===== src/rtl/mfst_pkg.sv =====
// Constants, encodings and the state record of the monitor full-path self-test.
// Assumes a single 100 MHz clock domain and an 8-bit register port.
package mfst_pkg;

  // Register offsets
  localparam logic [3:0] A_SEL0   = 4'h0;
  localparam logic [3:0] A_SEL1   = 4'h1;
  localparam logic [3:0] A_SEL2   = 4'h2;
  localparam logic [3:0] A_CTL0   = 4'h3;
  localparam logic [3:0] A_CTL1   = 4'h4;
  localparam logic [3:0] A_IERR   = 4'h5;
  localparam logic [3:0] A_SFAIL  = 4'h6;
  localparam logic [3:0] A_MS1    = 4'h7;
  localparam logic [3:0] A_MS2    = 4'h8;
  localparam logic [3:0] A_MS3    = 4'h9;
  localparam logic [3:0] A_IFLG   = 4'hA;
  localparam logic [3:0] A_IMASK  = 4'hB;
  localparam logic [3:0] A_DEVREQ = 4'hC;
  localparam logic [3:0] A_SS2DLY = 4'hD;

  // Control 0 fields; status sits in bits 7:6
  localparam int CTL_START = 0;
  localparam int CTL_PATH  = 1;
  localparam int CTL_INTP  = 3;
  localparam int ST_LSB    = 6;
  localparam logic [1:0] ST_NONE  = 2'h0;
  localparam logic [1:0] ST_PASS  = 2'h1;
  localparam logic [1:0] ST_FAIL  = 2'h2;
  localparam logic [1:0] ST_ABORT = 2'h3;
  localparam logic [7:0] CMD_FULL_SS  = 8'h07;
  localparam logic [7:0] CMD_FULL_INT = 8'h0F;

  // Control 1 fields
  localparam int C1_OVERV = 0;
  localparam int C1_TOGEN = 1;
  localparam int C1_RECEN = 2;

  // Flag bit positions
  localparam int IF_WDG     = 0;
  localparam int IF_ERRM    = 1;
  localparam int IF_MONITOR = 3;
  localparam int IF_DONE    = 6;
  localparam int IE_WDG     = 0;
  localparam int IE_ERRM    = 1;
  localparam int IE_VFAIL   = 2;
  localparam int SF_VFAIL   = 2;
  localparam int SF_ABORT   = 5;

  // Device state requests
  localparam logic [7:0] REQ_NORMAL = 8'h01;
  localparam logic [7:0] REQ_WAKE   = 8'h02;

  // Comparator classes per select register 0..2
  localparam logic [2:0][7:0] SS_MASK  = {8'hC1, 8'h0E, 8'h2F};
  localparam logic [2:0][7:0] INT_MASK = {8'h30, 8'hF1, 8'hD0};
  localparam logic [2:0][7:0] FS_MASK  = {8'hC0, 8'h00, 8'h00};

  // Timing
  localparam int CLK_MHZ      = 100;
  localparam int TEST_US      = 10;
  localparam int TEST_CYC     = TEST_US * CLK_MHZ;
  localparam int SS2_UNIT_US  = 1;
  localparam int SS2_UNIT_CYC = SS2_UNIT_US * CLK_MHZ;
  localparam int RST_US       = 10;
  localparam int RST_CYC      = RST_US * CLK_MHZ;
  localparam int ERR_TO_US    = 200;
  localparam int REC_US       = 500;
  localparam int CW           = 20;

  typedef enum logic [3:0] {
    DEV_INIT    = 4'h1,
    DEV_NORMAL  = 4'h2,
    DEV_WAKE    = 4'h4,
    DEV_STATE_A = 4'h8
  } mfst_dev_e;

  typedef enum logic [1:0] {
    TST_IDLE = 2'h1,
    TST_RUN  = 2'h2
  } mfst_tst_e;

  typedef struct packed {
    mfst_dev_e        dev;
    mfst_tst_e        tst;
    logic [2:0][7:0]  sel;
    logic [2:0][7:0]  ms;
    logic [7:0]       ctl0;
    logic [7:0]       ctl1;
    logic [7:0]       ierr;
    logic [7:0]       sfail;
    logic [7:0]       iflg;
    logic [7:0]       imask;
    logic [7:0]       ss2dly;
    logic [7:0]       rdata;
    logic [CW-1:0]    tcnt;
    logic [CW-1:0]    scnt;
    logic [CW-1:0]    ecnt;
    logic [CW-1:0]    rcnt;
    logic             sout1;
    logic             sout2;
    logic             s2pend;
    logic             rst_n;
    logic             irq;
    logic [2:0]       esync;
    logic             elast;
    logic             ewarn;
  } mfst_state_s;

  localparam mfst_state_s ST_RESET = '{dev: DEV_INIT, tst: TST_IDLE, rst_n: 1'b1, default: '0};

endpackage


===== src/rtl/mfst_top.sv =====
// Full-path analogue self-test sequencer with safe-state outputs, error pin and watchdog reactions.
// Assumes a register master on sys_clk, comparator and fault inputs from same-clock logic,
// and an asynchronous error pin.
//
// Notes on behaviour
// Controller enters run state, checks outputs high
// Controller selects one shutdown-related comparator bit
// Writing 07h starts full shutdown-path test
// Shutdown test completion: wake state, done interrupt
// Completion sets voltage-fail flag in ierr, or in sfail if a safe-fail comparator was selected
// Outputs go low, second lags programmed delay
// Status, monitor flags set, selections cleared
// Trigger and toggle steps keep outputs low
// Interrupt test accepted in init, run, wake
// Interrupt comparator bit, then 0Fh starts
// Interrupt test sets monitor flag, not done
// Comparator-only test aborts on severe faults
// Full-path test blinds real comparator inputs
// Any abort sets the abort flag
// Injected faults stay recorded after abort
// Watchdog fault: interrupt, reset, outputs low, init
// Controller runs watchdog tests from run state
// Stopped error toggling flagged and reacted upon
// Leftover selection bits force failed status
//
// The plain strobed port and the placing of the registers were left to the implementer.
`timescale 1ns/100ps

module mfst_top
  import mfst_pkg::*;
#(
  parameter int ERR_TO_CYC = ERR_TO_US * CLK_MHZ,
  parameter int REC_CYC    = REC_US * CLK_MHZ
)(
  input  wire logic       sys_clk,
  input  wire logic       rstn,
  input  wire logic       ce,
  input  wire logic [3:0] reg_addr,
  input  wire logic [7:0] reg_wdata,
  input  wire logic       reg_wr,
  input  wire logic       reg_rd,
  output logic      [7:0] reg_rdata,
  input  wire logic [7:0] cmp_fault_0,
  input  wire logic [7:0] cmp_fault_1,
  input  wire logic [7:0] cmp_fault_2,
  input  wire logic       severe_fault,
  input  wire logic       wdg_fail,
  input  wire logic       err_pin,
  output logic            safe_output_1,
  output logic            safe_output_2,
  output logic            reset_output_n,
  output logic            irq
);

  mfst_state_s     q;
  mfst_state_s     n;
  logic [2:0][7:0] real_f;
  logic [2:0][7:0] vis;
  logic [2:0][7:0] mask;
  logic [2:0][7:0] ms_set;
  logic [2:0][7:0] ms_clr;
  logic [7:0]      ierr_set;
  logic [7:0]      ierr_clr;
  logic [7:0]      sf_set;
  logic [7:0]      sf_clr;
  logic [7:0]      if_set;
  logic            go_safe;
  logic            safe_fs;
  mfst_dev_e       safe_tgt;
  logic            sev_hit;
  logic            fs_hit;
  logic            abort;
  logic            done;
  logic            errfault;
  logic            agree;
  logic            tog_edge;
  logic [CW-1:0]   e_lim;

  ////////////////////////////////////////////////////////////////////////////
  // Helpers

  // Clear on software request, but an event in the same cycle wins
  function automatic logic [7:0] w1c(input logic [7:0] old, input logic [7:0] clr, input logic [7:0] set);
    return (old & ~clr) | set;
  endfunction

  // Comparators that belong to the chosen output path
  function automatic logic [7:0] path_mask(input int idx, input logic intp);
    return intp ? INT_MASK[idx] : SS_MASK[idx];
  endfunction

  assign real_f = {cmp_fault_2, cmp_fault_1, cmp_fault_0};

  ////////////////////////////////////////////////////////////////////////////
  // Next-state logic

  always_comb
  begin
    n        = q;
    ms_set   = '0;
    ms_clr   = '0;
    ierr_set = '0;
    ierr_clr = '0;
    sf_set   = '0;
    sf_clr   = '0;
    if_set   = '0;
    go_safe  = 1'b0;
    safe_fs  = 1'b0;
    safe_tgt = DEV_INIT;
    abort    = 1'b0;
    done     = 1'b0;
    errfault = 1'b0;
    for (int i = 0; i < 3; i++)
    begin
      mask[i] = path_mask(i, q.ctl0[CTL_INTP]);
    end

    // Error pin: three stages, a change counts once the last two agree
    n.esync  = {q.esync[1:0], err_pin};
    agree    = (q.esync[1] == q.esync[2]);
    if (agree)
    begin
      n.elast = q.esync[2];
    end
    // The artificial toggle source stands in for the pin while enabled
    tog_edge = q.ctl1[C1_TOGEN] | (agree & (q.esync[2] != q.elast));
    e_lim    = q.ctl1[C1_RECEN] ? CW'(ERR_TO_CYC + REC_CYC) : CW'(ERR_TO_CYC);

    // Error monitor, only watched while running
    if (q.dev != DEV_NORMAL || tog_edge)
    begin
      n.ecnt  = '0;
      n.ewarn = 1'b0;
    end
    else
    begin
      n.ecnt = q.ecnt + CW'(1);
      if (q.ctl1[C1_RECEN] && !q.ewarn && q.ecnt == CW'(ERR_TO_CYC - 1))
      begin
        if_set[IF_ERRM] = 1'b1;
        n.ewarn         = 1'b1;
      end
      if (q.ecnt == e_lim - CW'(1))
      begin
        errfault = 1'b1;
      end
    end

    // Real comparators; blind during a full-path test, selected ones blind during a comparator-only test
    for (int i = 0; i < 3; i++)
    begin
      if (q.tst == TST_RUN)
      begin
        vis[i] = q.ctl0[CTL_PATH] ? 8'h00 : (real_f[i] & ~q.sel[i]);
      end
      else
      begin
        vis[i] = real_f[i];
      end
      ms_set[i] = vis[i] & (SS_MASK[i] | INT_MASK[i]);
    end
    sev_hit = |(vis & SS_MASK);
    fs_hit  = |(vis & FS_MASK);
    if (|(vis & INT_MASK))
    begin
      if_set[IF_MONITOR] = 1'b1;
    end

    // Normal reactions to real faults
    if (sev_hit && q.dev != DEV_STATE_A)
    begin
      go_safe  = 1'b1;
      safe_fs  = fs_hit;
      safe_tgt = fs_hit ? DEV_STATE_A : DEV_INIT;
      if (fs_hit)
      begin
        sf_set[SF_VFAIL] = 1'b1;
      end
      else
      begin
        ierr_set[IE_VFAIL] = 1'b1;
      end
    end
    if (errfault)
    begin
      go_safe            = 1'b1;
      safe_tgt           = DEV_INIT;
      ierr_set[IE_ERRM]  = 1'b1;
      if_set[IF_ERRM]    = 1'b1;
    end
    if (wdg_fail)
    begin
      go_safe           = 1'b1;
      safe_tgt          = DEV_INIT;
      if_set[IF_WDG]    = 1'b1;
      ierr_set[IE_WDG]  = 1'b1;
      n.rcnt            = CW'(RST_CYC);
    end
    else if (q.rcnt != '0)
    begin
      n.rcnt = q.rcnt - CW'(1);
    end
    if (severe_fault)
    begin
      go_safe  = 1'b1;
      safe_fs  = 1'b1;
      safe_tgt = DEV_STATE_A;
    end

    // Self-test sequencer
    case (q.tst)
      TST_IDLE:
      begin
        // Start accepted in init, run and wake; refused in the state_a state
        if (reg_wr && reg_addr == A_CTL0 && reg_wdata[CTL_START] && q.dev != DEV_STATE_A)
        begin
          n.tst  = TST_RUN;
          n.tcnt = CW'(TEST_CYC - 1);
          n.ctl0 = {ST_NONE, reg_wdata[5:1], 1'b0};
          // Injected faults are recorded at once so an abort cannot lose them
          for (int i = 0; i < 3; i++)
          begin
            if (reg_wdata[CTL_PATH])
            begin
              ms_set[i] = ms_set[i] | (q.sel[i] & path_mask(i, reg_wdata[CTL_INTP]));
            end
          end
        end
      end
      TST_RUN:
      begin
        n.tcnt = q.tcnt - CW'(1);
        if (sev_hit || severe_fault || wdg_fail || errfault)
        begin
          abort                      = 1'b1;
          n.tst                      = TST_IDLE;
          sf_set[SF_ABORT]           = 1'b1;
          n.ctl0[7:ST_LSB]           = ST_ABORT;
        end
        else if (q.tcnt == '0)
        begin
          done  = 1'b1;
          n.tst = TST_IDLE;
          for (int i = 0; i < 3; i++)
          begin
            n.sel[i] = q.sel[i] & ~mask[i];
          end
          n.ctl0[7:ST_LSB] = (|n.sel) ? ST_FAIL : ST_PASS;
          if (!q.ctl0[CTL_PATH])
          begin
            if_set[IF_DONE] = 1'b1;
          end
          else if (q.ctl0[CTL_INTP])
          begin
            if_set[IF_MONITOR] = 1'b1;
          end
          else
          begin
            if_set[IF_DONE] = 1'b1;
            go_safe         = 1'b1;
            safe_tgt        = DEV_WAKE;
            safe_fs         = |(q.sel & mask & FS_MASK);
            if (safe_fs)
            begin
              sf_set[SF_VFAIL] = 1'b1;
            end
            else
            begin
              ierr_set[IE_VFAIL] = 1'b1;
            end
          end
        end
      end
      default:
      begin
        n.tst = TST_IDLE;
      end
    endcase

    // Register writes
    if (reg_wr)
    begin
      case (reg_addr)
        A_SEL0, A_SEL1, A_SEL2:
        begin
          if (q.tst == TST_IDLE)
          begin
            n.sel[reg_addr[1:0]] = reg_wdata;
          end
        end
        A_CTL1:   n.ctl1   = reg_wdata;
        A_IERR:   ierr_clr = reg_wdata;
        A_SFAIL:  sf_clr   = reg_wdata;
        A_MS1:    ms_clr[0] = reg_wdata;
        A_MS2:    ms_clr[1] = reg_wdata;
        A_MS3:    ms_clr[2] = reg_wdata;
        A_IMASK:  n.imask  = reg_wdata;
        A_SS2DLY: n.ss2dly = reg_wdata;
        A_DEVREQ:
        begin
          if (reg_wdata == REQ_NORMAL && (q.dev == DEV_INIT || q.dev == DEV_WAKE) && !go_safe)
          begin
            n.dev    = DEV_NORMAL;
            n.sout1  = 1'b1;
            n.sout2  = 1'b1;
            n.s2pend = 1'b0;
          end
          else if (reg_wdata == REQ_WAKE && q.dev == DEV_NORMAL && !go_safe)
          begin
            go_safe  = 1'b1;
            safe_tgt = DEV_WAKE;
          end
        end
        default:
        begin
        end
      endcase
    end

    // Safe-state entry; the second output may lag unless safe_fs is set (state_a entry or a safe-fail test end)
    if (go_safe)
    begin
      n.dev   = safe_tgt;
      n.sout1 = 1'b0;
      if (safe_fs || q.ss2dly == 8'h00 || !q.sout2)
      begin
        n.sout2  = 1'b0;
        n.s2pend = 1'b0;
      end
      else if (!q.s2pend)
      begin
        n.s2pend = 1'b1;
        n.scnt   = CW'(int'(q.ss2dly) * SS2_UNIT_CYC - 1);
      end
    end
    else if (q.s2pend)
    begin
      n.scnt = q.scnt - CW'(1);
      if (q.scnt == '0)
      begin
        n.sout2  = 1'b0;
        n.s2pend = 1'b0;
      end
    end
    // Overvoltage trigger holds both outputs low whatever else happens
    if (n.ctl1[C1_OVERV])
    begin
      n.sout1  = 1'b0;
      n.sout2  = 1'b0;
      n.s2pend = 1'b0;
    end

    // Flag registers, sets win over clears
    n.ierr  = w1c(q.ierr, ierr_clr, ierr_set);
    n.sfail = w1c(q.sfail, sf_clr, sf_set);
    for (int i = 0; i < 3; i++)
    begin
      n.ms[i] = w1c(q.ms[i], ms_clr[i], ms_set[i]);
    end
    n.iflg  = w1c(q.iflg, (reg_rd && reg_addr == A_IFLG) ? 8'hFF : 8'h00, if_set);
    n.irq   = |(n.iflg & n.imask);
    n.rst_n = (n.rcnt == '0);

    // Read data, valid only in the cycle after the strobe
    n.rdata = 8'h00;
    if (reg_rd)
    begin
      case (reg_addr)
        A_SEL0:   n.rdata = q.sel[0];
        A_SEL1:   n.rdata = q.sel[1];
        A_SEL2:   n.rdata = q.sel[2];
        A_CTL0:   n.rdata = q.ctl0;
        A_CTL1:   n.rdata = q.ctl1;
        A_IERR:   n.rdata = q.ierr;
        A_SFAIL:  n.rdata = q.sfail;
        A_MS1:    n.rdata = q.ms[0];
        A_MS2:    n.rdata = q.ms[1];
        A_MS3:    n.rdata = q.ms[2];
        A_IFLG:   n.rdata = q.iflg;
        A_IMASK:  n.rdata = q.imask;
        A_DEVREQ: n.rdata = {4'h0, q.dev};
        A_SS2DLY: n.rdata = q.ss2dly;
        default:  n.rdata = 8'h00;
      endcase
    end
  end

  ////////////////////////////////////////////////////////////////////////////
  // State register; clock enable freezes everything

  always_ff @(posedge sys_clk or negedge rstn)
  begin
    if (!rstn)
    begin
      q <= ST_RESET;
    end
    else if (ce)
    begin
      q <= n;
    end
  end

  assign reg_rdata      = q.rdata;
  assign safe_output_1  = q.sout1;
  assign safe_output_2  = q.sout2;
  assign reset_output_n = q.rst_n;
  assign irq            = q.irq;
endmodule


===== config.mk =====
export PLATFORM = sky130hd
export DESIGN_NAME = mfst_top
export DESIGN_NICKNAME = d
export VERILOG_FILES = /design/src/rtl/mfst_pkg.sv /design/src/rtl/mfst_top.sv
export SDC_FILE = /design/constraint.sdc
export NUM_CORES = 1
export LEC_CHECK = 0
export BUFFER_PORTS_ARGS = -buffer_cell sky130_fd_sc_hd__buf_2
export CORE_AREA = 5 5 167 169
export DETAILED_ROUTE_END_ITERATION = 12
export DIE_AREA = 0 0 172 174
export PLACE_DENSITY_LB_ADDON = 0.15
export SLEW_MARGIN = 0
export SYNTH_ARGS = -nofsm -noshare
export SYNTH_HDL_FRONTEND = slang
export SYNTH_SLANG_ARGS = --single-unit
export TNS_END_PERCENT = 30

===== constraint.sdc =====
create_clock -name sys_clk -period 8.3 [get_ports sys_clk]
set_clock_uncertainty 0.1 [all_clocks]
set_input_delay 0 -clock sys_clk [delete_from_list [all_inputs] [get_ports sys_clk]]
set_output_delay 0 -clock sys_clk [all_outputs]
set_load 0.01 [all_outputs]

== Yosys cells after proc, flatten, opt, wreduce, memory -nomap -nowiden ==
Cells that the tools add are included.
Operators by class
  add/sub/neg operators: 6
  $mul: 1
  $lt $le $gt $ge: 2
  equal/unequal tests: 30
  mux-type cells: 147
  bitwise operators: 40
  reduce and logical (&&, ||, !) cells: 55
Operators with widths (count)
  2-to-1 mux 8 bit: 28
  2-to-1 mux 24 bit: 8
  2-to-1 mux 20 bit: 8
  AND 8 bit: 16
  one-hot mux 8 bit (14 select lines): 1
  inverter 8 bit: 12
  2-to-1 mux 4 bit: 18
  2-to-1 mux 1 bit: 64
  logical NOT 20 bit: 3
  subtractor 20 x 1 -> 20 bit (second input constant): 3
  bitwise OR 8 bit: 6
  one-hot mux 20 bit (2 select lines): 1
  2-to-1 mux 26 bit: 1
  AND 24 bit: 1
  bitwise mux 24 bit: 1
  equality test 4 bit (second input constant): 6
  OR reduction 24 bit: 1
  adder 20 x 1 -> 20 bit (second input constant): 1
  equality test 20 x 15 -> 1 bit (second input constant): 1
  equality test 20 bit: 1
  equality test 4 x 3 -> 1 bit (second input constant): 5
  nonzero test 20 bit: 1
  subtractor 17 x 1 -> 18 bit (second input constant): 1
  2-to-1 mux 17 bit: 1
  other kinds (41): 92
Storage, ports and cells
  bits in registers: 207
  input port bits: 44
  output and inout port bits: 12
  logic and storage cells: 311

== Depth between registers and ports, before layout ==
Gate-level depths: netlist of run 1.
  word-level depth: 24
  gate-level depth with buffers: 16
  gate-level depth less buffers: 15

== Least setup slack after synthesis of run 1 ==
No wires, ideal clock.
  path type: flip-flop to flip-flop
  from: register q[100] (netlist bit)
  to: register q[67] (netlist bit)
  setup time: 78 ps
  arrival: 3821 ps
  slack: 4301 ps
  cell stages (with the launch flop): 16
  path buffers: 0
  period minus slack after synthesis: 3999 ps
  cell sequence: dfrtp_1 -> inv_1 -> ha_1 -> ha_1 -> inv_1 -> fa_1 -> inv_1 -> ha_1 -> o21ai_0 -> nor2_1 -> o21ai_0 -> a2111oi_0 -> o21ai_0 -> nor4b_2 -> o2bb2ai_1 -> a21oi_1
Between the ends
  longest elaborated chain between the ends: 5
  elaborated cells on any way between the ends: 10
Ends and longest elaborated chain
  start: declaration: line mfst_top.sv:55  | mfst_state_s q;
  start signal: assignment: line mfst_top.sv:399  | q <= n;
  multiplier 8 x 5 -> 13 bit or logical NOT 8 bit (tied branches): line mfst_top.sv:333, mfst_top.sv:325
  subtractor 15 x 1 -> 16 bit or logical OR 1 bit (tied branches): line mfst_top.sv:333, mfst_top.sv:325
  2-to-1 mux 20 bit or logical OR 1 bit (tied branches): line mfst_top.sv:330, mfst_top.sv:325
  2-to-1 mux 20 bit or != test 2 bit (tied branches)
  2-to-1 mux 20 bit or AND reduction 4 bit (tied branches)
Parallel ways exist; a longest one is shown, timed or not. The select of a mux whose other input is x is not followed.
A chain may end at the register's enable or synchronous reset.

== Worst setup path in the final report of run 1 ==
Ends and elaborated chain as after synthesis.

==> results of run 1 <==
## how the worst max path moves through the flow
stage,endpoint,slack [ns],cells past startpoint
floorplan,q[67]$_DFFE_PN0P_,4.30,15
global placement,q[67]$_DFFE_PN0P_,3.55,15
detailed placement,q[67]$_DFFE_PN0P_,3.53,15
CTS,q[67]$_DFFE_PN0P_,3.51,15
global route,q[68]$_DFFE_PN0P_,3.01,15
finish,q[67]$_DFFE_PN0P_,3.42,15
## power by group through the flow
stage | registers [mW] | clock network [mW] | logic [mW]
global placement | 1.32 | 0 | 1.07
CTS | 1.31 | 1.21 | 1.11
floorplan | 1.26 | 0 | 0.846
detailed placement | 1.32 | 0 | 1.08
global route | 1.33 | 1.25 | 1.25
finish | 1.31 | 1.19 | 1.11
## routing by layer
metal	part of all wire	GRT usage	vias up
met5	0	0	-
met3	0.089	0.0512	79
met2	0.43	0.366	479
li1	-	-	5143
met4	0.032	0.0698	0
met1	0.45	0.368	5439
## sequential cells by signal, indices dropped and copies added, names as in the netlist
signal and cells:
irq 1, n 2, q 193, reg_rdata 8
reset_output_n 1, safe_output_1 1, safe_output_2 1
## through the flow
stage	cells	utilization	area, µm²	hold WS [ns]
2_1_floorplan	1363	-	12400	-0.396
3_3_place_gp	1690	0.487	12900	-0.120
3_5_place_dp	1690	0.487	12900	-0.114
4_1_cts	1776	0.537	14200	0.0307
5_1_grt	1776	0.537	14200	0.0810
6_report	1776	0.537	14200	0.0924
## worst max-delay path: cells and delay by family, from the launching register on
| kind | cells | cell delay [ns] |
|---|---|---|
| AO/OA/AOI/OAI | 6 | 1.71 |
| adder cells (fa/ha/maj) | 4 | 1.45 |
| buffers and inverters | 3 | 0.23 |
| flip-flops | 1 | 0.47 |
| AND/OR/NAND/NOR | 2 | 0.85 |
## placed cells by master, fill, tap and decap left out, types with 8 or more instances in the layout
cell / Yosys / final
xnor2_1: 20 / 20
a21oi_1: 41 / 41
dfrtp_1: 204 / 204
o2bb2ai_1: 18 / 18
a22o_1: 27 / 27
o22ai_1: 9 / 9
nor3_1: 42 / 42
nand2_1: 115 / 115
nor3b_1: 8 / 8
mux2i_1: 26 / 26
or3_1: 15 / 15
nand4_1: 16 / 16
o21a_1: 21 / 21
ha_1: 40 / 40
and2_1: 12 / 12
inv_1: 54 / 54
xor2_1: 24 / 24
or2_2: 8 / 8
nor4_1: 27 / 27
nand2b_1: 15 / 15
dlygate4sd3_1: 0 / 39
a32oi_1: 14 / 14
nand3_1: 58 / 58
a31oi_1: 10 / 10
and3_1: 12 / 12
buf_2: 3 / 51
a22oi_1: 44 / 44
o211ai_1: 16 / 16
mux2_2: 29 / 29
nor2_1: 111 / 111
o21ai_0: 127 / 127
clkbuf_16: 0 / 25
buf_4: 8 / 13
nor2b_1: 15 / 15
## logic make-up (layout without fill, tap and decap cells)
| logic type | after synthesis | after routing |
|---|---|---|
| AND/OR/NAND/NOR | 493 | 493 |
| adder cells (fa/ha/maj) | 43 | 43 |
| flip-flops | 207 | 207 |
| XOR/XNOR | 44 | 44 |
| buffers and inverters | 134 | 206 |
| AO/OA/AOI/OAI | 387 | 387 |
| multiplexers | 55 | 55 |
## final cells by class
type / count / area (µm²)
multi-input cells: 1022 / 6690
flip-flops and latches: 207 / 5180
inverters: 55 / 206
repair buffers: 105 / 786
clock inverters: 13 / 198
fillers: 2378 / 12200
clock buffers: 33 / 706
well taps: 341 / 427
==> impl_metrics.env, run 1 <==
export IMPL_synthTopCellsByArea="dfrtp_1 41%, o21ai_0 5.1%, ha_1 4.0%, nand2_1 3.5%, nor2_1 3.4%"
export IMPL_synth_most_common_cell="dfrtp_1"
export IMPL_ant_nets=0
export IMPL_netSwitchingFraction=0.347
export IMPL_maxSlewHeadroom=0.297
export IMPL_slew_viol_final=0
export IMPL_numClockSinks=207
export IMPL_initial_core_util=0.470
export IMPL_rows=60
export IMPL_via_per_inst=6.27
export IMPL_place_ws_ns=3.53
export IMPL_synth_fa_ha_area_frac=0.0452
export IMPL_fin_tns_setup_ns=0
export IMPL_drive_gt1_frac=0.111
export IMPL_yosysWarnings=0
export IMPL_syn_area_mm2=0.0124
export IMPL_final_nets=1503
export IMPL_status="finished clean"
export IMPL_fin_crit_sh=0.588
export IMPL_synth_ff_type="dfrtp_1"
export IMPL_power_leakage_nw=6.05
export IMPL_synth_compound_area_frac=0.212
export IMPL_gp_congestion=0.966
export IMPL_grt_pass1_vias=10579
export IMPL_rsz0062_at_grt="false"
export IMPL_design_core_area_mm2=0.0264
export IMPL_yosys_area_top_type="dfrtp_1"
export IMPL_synthSimpleGateAreaFrac=0.204
export IMPL_htree_levels=1
export IMPL_totalWireLength_um=37900
export IMPL_comb_power_share=0.306
export IMPL_grt_pass1_wl_um=59700
export IMPL_seq_power_share=0.363
export IMPL_reg2reg_depth=15
export IMPL_die_height_um=174
export IMPL_p_sw_mw=1.25
export IMPL_antenna_found_initial=1
export IMPL_hold_start="cmp_fault_2[7]"
export IMPL_r2r_slack_ns=3.42
export IMPL_path_cells="inv_1 > ha_1 > ha_1 > inv_1 > fa_1 > inv_1 > ha_1 > o21ai_0 > nor2_1 > o21ai_0 > a2111oi_0 > o21ai_0 > nor4b_2 > o2bb2ai_1 > a21oi_1"
export IMPL_p_int_mw=2.36
export IMPL_num_antenna_cells=0
export IMPL_clk_latency_ns=0.53
export IMPL_period_needed_ns=4.88
export IMPL_synth_nets=1450
export IMPL_numCtsBuffers=25
export IMPL_setup_worst_path_end_class="flop"
export IMPL_worstSetupStartpoint="q[100]$_DFFE_PN0P_"
export IMPL_worstSetupPathType="reg -> reg"
export IMPL_r2r_start="q[100]$_DFFE_PN0P_"
export IMPL_yosys_top_cells_count="204 x dfrtp_1, 127 x o21ai_0, 115 x nand2_1"
export IMPL_hold_buffers=40
export IMPL_netlist_instances=1363
export IMPL_slowest_stage="a2111oi_0"
export IMPL_max_stage_delay_ns=0.86
export IMPL_start_kind="flop"
export IMPL_crit_path_max_fanout=6
export IMPL_drc=0
export IMPL_postCtsResizedCells=0
export IMPL_ys_seq_elements=207
export IMPL_first_pass_iters=6
export IMPL_die_w_um=172
export IMPL_drt_iter0_drc=1195
export IMPL_grt_max_degree=77
export IMPL_wl_per_cell_um=21.3
export IMPL_grtUsageTotal=0.248
export IMPL_hold_end="q[177]$_DFFE_PN0P_"
export IMPL_place_hpwl_um=26300
export IMPL_r2r_end="q[67]$_DFFE_PN0P_"
export IMPL_synthToLayoutAreaGrowth_pct=14.4
export IMPL_worstPathArrival_ns=5.23
export IMPL_dieArea_mm2=0.0299
export IMPL_synth_xor_area_share=0.0311
export IMPL_fin_total_pwr_mw=3.62
export IMPL_grt_overflow=0
export IMPL_hold_path_class="in -> reg"
export IMPL_vias=11140
export IMPL_hold_viol=0
export IMPL_seq_area_frac_synth=0.418
export IMPL_top_level_ports=56
export IMPL_synth_top_family_by_area="compound AO/OA/AOI/OAI gates"
export IMPL_cts_root_buffer="clkbuf_16"
export IMPL_clockBufferDepth=3
export IMPL_synth_edf_count=0
export IMPL_postCtsSetupRepairBufs=0
export IMPL_synthArstFlopShare=1.00
export IMPL_port_buffers=52
export IMPL_peakVddDrop_uv=222
export IMPL_fmax_mhz=205
export IMPL_p_clk_frac=0.330
export IMPL_synth_avg_cell_area_um2=9.10
export IMPL_worstMarginPinSlew_ns=1.05
export IMPL_fin_ws_ns=3.42
export IMPL_max_cap_viol_count=0
export IMPL_synth_cell_types=76
export IMPL_setup_violations_final=0
export IMPL_synth_top_cell_area_share=0.411
export IMPL_required_ns=8.65
export IMPL_cts_tree="yes"
export IMPL_whs_path_depth=4
export IMPL_clk_pin_slew_ns=0.06
export IMPL_muxShareOfSynthArea=0.0473
export IMPL_power_density_mw_per_mm2=255
Note: power is estimated with default switching activity, not from simulation.
==> run 2, diff against run 1 <==
--- a/config.mk
+++ b/config.mk
@@ -5,10 +5,11 @@
 export SDC_FILE = /design/constraint.sdc
 export NUM_CORES = 1
 export LEC_CHECK = 0
+export ABC_AREA = 1
 export BUFFER_PORTS_ARGS = -buffer_cell sky130_fd_sc_hd__buf_2
-export CORE_AREA = 5 5 167 169
+export CORE_AREA = 5 5 170 172
 export DETAILED_ROUTE_END_ITERATION = 12
-export DIE_AREA = 0 0 172 174
+export DIE_AREA = 0 0 175 177
 export PLACE_DENSITY_LB_ADDON = 0.15
 export SLEW_MARGIN = 0
 export SYNTH_ARGS = -nofsm -noshare
==> constraint.sdc (replaced) <==
create_clock -name sys_clk -period 4.05 [get_ports sys_clk]
set_clock_uncertainty 0.1 [all_clocks]
set_input_delay 0 -clock sys_clk [delete_from_list [all_inputs] [get_ports sys_clk]]
set_output_delay 0 -clock sys_clk [all_outputs]
set_load 0.01 [all_outputs]
==> run 2 against run 1 <==
  * The run now ends with hold timing left
  * Clock power up 98%
  * Worst hold slack worse by 0.11 ns
  * Via count up 12%
  * Utilization up 0.32 points
  * Count of clock-buffer cells in the layout up 8
  * Power up 110%
  * Largest power group is now combinational logic
  * Highest routed layer unchanged
==> impl_metrics.env, run 2 <==
export IMPL_status="complete, but fails checks"
export IMPL_violations="hold timing"
export IMPL_synth_nets=1833
export IMPL_synth_compound_area_frac=0.163
export IMPL_final_nets=1911
export IMPL_port_buffers=52
export IMPL_synth_avg_cell_area_um2=7.39
export IMPL_cts_tree="yes"
export IMPL_wl_per_cell_um=18.9
export IMPL_totalWireLength_um=41300
export IMPL_drt_iter0_drc=1177
export IMPL_setup_violations_final=0
export IMPL_place_hpwl_um=30200
export IMPL_dr_max_layer_used="met4"
export IMPL_power_leakage_nw=6.93
export IMPL_maxSlewHeadroom=0.340
export IMPL_worstSetupPathType="reg -> reg"
export IMPL_ys_seq_elements=207
export IMPL_clk_pin_slew_ns=0.06
export IMPL_drt_met1_wl_um=17800
export IMPL_clockBufferDepth=3
export IMPL_synth_edf_count=0
export IMPL_synthSimpleGateAreaFrac=0.266
export IMPL_top_level_ports=56
export IMPL_final_util=0.540
export IMPL_yosys_top_cells_count="366 x nand2_1, 226 x inv_1, 204 x dfrtp_1"
export IMPL_final_cell_mix="366 x nand2_1, 225 x inv_1, 204 x dfrtp_1"
export IMPL_num_antenna_cells=0
export IMPL_hold_path_class="in -> async"
export IMPL_seq_area_frac_synth=0.402
export IMPL_muxShareOfSynthArea=0
export IMPL_synth_fa_ha_area_frac=0.0435
export IMPL_grtUsageTotal=0.264
export IMPL_rsz0062_at_grt="true"
export IMPL_synth_top_cell_area_share=0.396
export IMPL_numCtsBuffers=26
export IMPL_drc=0
export IMPL_grt_pass1_wl_um=65900
export IMPL_worstMarginPinSlew_ns=0.986
export IMPL_peakVddDrop_uv=357
export IMPL_initial_core_util=0.472
export IMPL_die_height_um=177
export IMPL_slew_viol_final=0
export IMPL_synth_ff_type="dfrtp_1"
export IMPL_first_pass_iters=5
export IMPL_via_per_inst=5.68
export IMPL_clk_latency_ns=0.54
export IMPL_fmax_mhz=258
export IMPL_hold_slack_ns=-0.0191
export IMPL_fin_crit_sh=0.957
export IMPL_htree_levels=1
export IMPL_r2r_start="q[100]$_DFFE_PN0P_"
export IMPL_required_ns=4.37
export IMPL_synthTopCellsByArea="dfrtp_1 40%, nand2_1 11%, o21ai_0 6.7%, inv_1 6.6%, nor2_1 5.2%"
export IMPL_rows=61
export IMPL_hold_viol=6
export IMPL_design_core_area_mm2=0.0273
export IMPL_crit_end="q[64]$_DFFE_PN0P_"
export IMPL_netlist_instances=1746
export IMPL_largest_reg_flops=193
export IMPL_mostFrequentLayoutCell="nand2_1"
export IMPL_synth_cell_types=51
export IMPL_vias=12444
export IMPL_top_register="q"
export IMPL_synth_top_family_by_area="simple AND/OR/NAND/NOR gates"
export IMPL_synthArstFlopShare=1.00
export IMPL_grt_overflow=0
export IMPL_postCtsSetupRepairBufs=0
export IMPL_setup_worst_path_end_class="flop"
export IMPL_fin_total_pwr_mw=7.57
export IMPL_fill_cells=2638
export IMPL_drive_gt1_frac=0.0797
export IMPL_yosys_area_top_type="dfrtp_1"
export IMPL_worstSetupStartpoint="q[100]$_DFFE_PN0P_"
export IMPL_numClockSinks=207
export IMPL_syn_area_mm2=0.0129
export IMPL_reg2reg_depth=20
export IMPL_period_needed_ns=3.88
export IMPL_yosysWarnings=0
export IMPL_worstPathArrival_ns=4.20
export IMPL_antenna_found_initial=0
export IMPL_ant_nets=0
export IMPL_start_kind="flop"
export IMPL_cts_root_buffer="clkbuf_16"
export IMPL_max_cap_viol_count=0
export IMPL_met2_length_um=18800
export IMPL_grt_pass1_vias=11945
export IMPL_gp_congestion=0.988
export IMPL_crit_path_max_fanout=6
export IMPL_synth_xor_area_share=0.0326
export IMPL_die_w_um=175
export IMPL_synth_most_common_cell="nand2_1"
export IMPL_synthToLayoutAreaGrowth_pct=14.5
export IMPL_grt_max_degree=109
export IMPL_r2r_slack_ns=0.17
export IMPL_dr_wl_met3_um=3280
export IMPL_power_density_mw_per_mm2=513
export IMPL_r2r_end="q[64]$_DFFE_PN0P_"
export IMPL_dieArea_mm2=0.0310
run 2: repair_timing:
action | CTS | global route
endpoints found under the hold margin | 175 | 0
hold buffers | 44 | 0
resized for setup | 0 | 4
endpoints found under the setup margin | 0 | 7
run 2: worst min-delay path by stage:
stage                              start                  endpoint  slack (ns)  cells past startpoint
after floorplan                     rstn           irq$_DFFE_PN0P_       -0.40                      0
after global placement              rstn         q[25]$_DFFE_PN0P_        0.02                      1
after detailed placement            rstn         q[24]$_DFFE_PN0P_        0.02                      1
after CTS                 cmp_fault_0[1]        q[155]$_DFFE_PN0P_       0.005                      4
after global routing         reg_addr[2]  reg_rdata[6]$_DFFE_PN0P_        0.04                      4
final                               rstn         q[24]$_DFFE_PN0P_       -0.02                      2
run 2: routing by layer:
metal  vias up  track usage
met3       106       0.0427
met1      5822        0.369
met4         0       0.0799
met2       523        0.425
li1       5993            -
met5         -            0
run 2: where the power goes:
group	total [mW]	internal (mW)	switching [mW]	leakage, nW
Sequential	2.60	2.34	0.260	2.48
Combinational	2.61	0.972	1.64	4.02
Clock	2.36	1.44	0.920	0.437
Total	7.57	4.75	2.82	6.93
run 2: cell families after synthesis:
family / after synthesis
flip-flops: 207
adder cells (fa/ha/maj): 43
buffers and inverters: 296
AND/OR/NAND/NOR: 787
XOR/XNOR: 48
AO/OA/AOI/OAI: 365
run 2: area by class of cell:
type / instances / area [µm²] / share of cell area
sequential: 207 / 5180 / 0.351
timing repair buffer: 114 / 846 / 0.0573
tap: 346 / 433 / 0.0293
multi-input combinational: 1243 / 6550 / 0.444
clock buffer: 41 / 818 / 0.0554
clock inverter: 7 / 62.6 / 0.00424
inverter: 232 / 871 / 0.0590
run 2: per-stage QoR:
stage,worst slack (ns),hold WS [ns],cell area (µm²),setup TNS [ns],std cells
3_5_place_dp,0.256,0.0246,13400,0,2098
4_1_cts,0.223,0.00497,14700,0,2190
2_1_floorplan,0.607,-0.396,12900,0,1746
3_3_place_gp,0.340,0.0181,13400,0,2098
5_1_grt,-0.0772,0.0440,14800,-0.128,2190
6_report,0.173,-0.0191,14800,0,2190
run 2: critical path, stage by stage (launching register included):
cell and delay (ns):
dfrtp_1 0.42, inv_1 0.15, ha_1 0.32, ha_1 0.28, inv_1 0.05, fa_1 0.50
inv_1 0.04, ha_1 0.40, nand2_1 0.12, inv_1 0.05, o21ai_0 0.19, nand3b_1 0.12
xor2_1 0.24, inv_1 0.11, nor2_1 0.17, nand3_1 0.11, xor2_1 0.15, nand2_1 0.06
nand2_1 0.05, nand3_1 0.07, nand2_1 0.05
==> run 3, diff against run 2 <==
--- a/config.mk
+++ b/config.mk
@@ -10,7 +10,9 @@
 export CORE_AREA = 5 5 170 172
 export DETAILED_ROUTE_END_ITERATION = 12
 export DIE_AREA = 0 0 175 177
+export MAX_ROUTING_LAYER = met4
 export PLACE_DENSITY_LB_ADDON = 0.15
+export RECOVER_POWER = 25
 export SLEW_MARGIN = 0
 export SYNTH_ARGS = -nofsm -noshare
 export SYNTH_HDL_FRONTEND = slang
==> run 3 against run 2 <==
  * The flow finishes with violations (capacitance limit, slew limit)
  * Die area unchanged
  * Routed wire length grew 0.15%
  * Critical path depth shrank 2
  * Via count grew 1.0%
  * Clock power about the same
  * Cell area is essentially flat
  * Global-route usage up 0.86 points
==> impl_metrics.env, run 3 (synthesis results as in run 2) <==
export IMPL_max_cap_viol_count=1
export IMPL_p_clk_frac=0.311
export IMPL_ant_nets=0
export IMPL_setup_violations_final=0
export IMPL_multiInputGateArea_mm2=0.00655
export IMPL_path_delay_family="adder cells"
export IMPL_numClockSinks=207
export IMPL_dr_wl_met3_um=3130
export IMPL_cpMostUsedCell="nand2_1"
export IMPL_netSwitchingFraction=0.373
export IMPL_postCtsSetupRepairBufs=0
export IMPL_reg2reg_depth=18
export IMPL_port_buffers=52
export IMPL_drt_met1_wl_um=17900
export IMPL_power_density_mw_per_mm2=512
export IMPL_dieArea_mm2=0.0310
export IMPL_path_cells="inv_1 > ha_1 > ha_1 > inv_1 > fa_1 > inv_1 > ha_1 > nand2_1 > nand3b_1 > nand4_1 > nand3_1 > xnor2_1 > nand2_1 > nor4_1 > nand2_2 > nand2_1 > nand3_1 > nand2_1"
export IMPL_rows=61
export IMPL_slowest_stage="fa_1"
export IMPL_start_kind="flop"
export IMPL_fill_cells=2648
export IMPL_cts_tree="yes"
export IMPL_worstPathArrival_ns=4.32
export IMPL_initial_core_util=0.472
export IMPL_whs_path_depth=4
export IMPL_max_stage_delay_ns=0.50
export IMPL_drt_iter0_drc=1250
export IMPL_drc=0
export IMPL_totalWireLength_um=41400
export IMPL_cts_root_buffer="clkbuf_16"
export IMPL_die_w_um=175
export IMPL_synthToLayoutAreaGrowth_pct=14.5
export IMPL_drive_gt1_frac=0.0792
export IMPL_antenna_found_initial=0
export IMPL_final_nets=1912
export IMPL_grt_pass1_wl_um=66200
export IMPL_fin_total_pwr_mw=7.56
export IMPL_power_leakage_nw=6.93
export IMPL_mostFrequentLayoutCell="nand2_1"
export IMPL_cp_depth=18
export IMPL_gp_congestion=0.985
export IMPL_htree_levels=1
export IMPL_p_int_mw=4.74
export IMPL_numCtsBuffers=25
export IMPL_wl_per_cell_um=18.9
export IMPL_met2_length_um=18800
export IMPL_top_level_ports=56
export IMPL_worstSetupPathType="reg -> reg"
export IMPL_top_register="q"
export IMPL_place_hpwl_um=30100
export IMPL_vias=12568
export IMPL_clk_latency_ns=0.53
export IMPL_seq_power_share=0.344
export IMPL_hold_path_class="in -> reg"
export IMPL_grt_pass1_vias=11913
export IMPL_first_pass_iters=6
export IMPL_critPathBufInv=3
export IMPL_violations="capacitance limit, slew limit"
export IMPL_die_height_um=177
export IMPL_grt_overflow=0
export IMPL_slew_viol_final=114
export IMPL_fin_crit_sh=0.975
export IMPL_hold_viol=0
export IMPL_worstMarginPinSlew_ns=3.03
export IMPL_grt_max_degree=115
export IMPL_maxSlewHeadroom=-1.02
export IMPL_design_core_area_mm2=0.0273
export IMPL_crit_path_max_fanout=6
export IMPL_largest_reg_flops=193
export IMPL_fmax_mhz=253
export IMPL_via_per_inst=5.74
export IMPL_clockBufferDepth=3
export IMPL_comb_power_share=0.345
export IMPL_dr_max_layer_used="met4"
export IMPL_clk_pin_slew_ns=0.06
export IMPL_fin_tns_setup_ns=0
export IMPL_status="complete, but fails checks"
export IMPL_period_needed_ns=3.95
export IMPL_peakVddDrop_uv=384
export IMPL_seq_area_mm2=0.00518
export IMPL_required_ns=4.42
export IMPL_grtUsageTotal=0.273
export IMPL_final_cell_mix="366 x nand2_1, 225 x inv_1, 204 x dfrtp_1"
export IMPL_p_sw_mw=2.82
export IMPL_setup_worst_path_end_class="flop"
export IMPL_num_antenna_cells=0
run 3: path summary, 6_finish.rpt:
| kind | slack [ns] | to | startpoint |
|---|---|---|---|
| worst max-delay path | 0.10 | q[69]$_DFFE_PN0P_ | q[100]$_DFFE_PN0P_ |
| min in group asynchronous | 0.82 | q[25]$_DFFE_PN0P_ | rstn |
| worst min register to register | 0.37 | q[116]$_DFFE_PN0P_ | q[116]$_DFFE_PN0P_ |
| max in group asynchronous | 1.18 | q[74]$_DFFE_PN0P_ | rstn |
| worst max register to register | 0.10 | q[69]$_DFFE_PN0P_ | q[100]$_DFFE_PN0P_ |
| worst min-delay path | 0.04 | reg_rdata[6]$_DFFE_PN0P_ | reg_addr[2] |
run 3: layout make-up:
cell class,instances,area share
clock buffers,37,0.0515
clock inverters,8,0.00661
inverters,232,0.0590
multi-input cells,1243,0.444
flip-flops and latches,207,0.351
well taps,346,0.0293
repair buffers,116,0.0588
run 3: layer usage:
| layer | vias up | GRT usage |
|---|---|---|
| met4 | 0 | 0.0815 |
| met5 | - | - |
| met1 | 5945 | 0.374 |
| met2 | 540 | 0.425 |
| li1 | 5992 | - |
| met3 | 91 | 0.0378 |
run 3: what timing repair did:
action	4_1_cts	5_1_grt
hold buffers	46	0
resized for setup	0	4
hold endpoints to repair	181	0
setup endpoints to repair	0	7
run 3: stage by stage:
| stage | instances | util | worst slack [ns] | cell area (µm²) | hold slack [ns] |
|---|---|---|---|---|---|
| after global placement | 2098 | 0.491 | 0.328 | 13400 | 0.0387 |
| after detailed placement | 2098 | 0.491 | 0.258 | 13400 | 0.0395 |
| final | 2189 | 0.540 | 0.100 | 14800 | 0.0357 |
| after CTS | 2189 | 0.540 | 0.244 | 14700 | 0.0113 |
| after global routing | 2189 | 0.540 | -0.194 | 14800 | 0.0721 |
| after floorplan | 1746 | - | 0.607 | 12900 | -0.396 |
run 3: worst min-delay path, stage by stage:
cell and delay [ns]:
buf_2 0.12, nand2_1 0.10, o21ai_0 0.20, o21ai_0 0.20
run 3: power by group through the flow:
| stage | Sequential, mW | Combinational [mW] | Clock (mW) |
|---|---|---|---|
| floorplan | 2.55 | 1.90 | 0 |
| global placement | 2.62 | 2.43 | 0 |
| detailed placement | 2.63 | 2.47 | 0 |
| CTS | 2.59 | 2.52 | 2.39 |
| global route | 2.63 | 2.96 | 2.48 |
| finish | 2.60 | 2.61 | 2.35 |
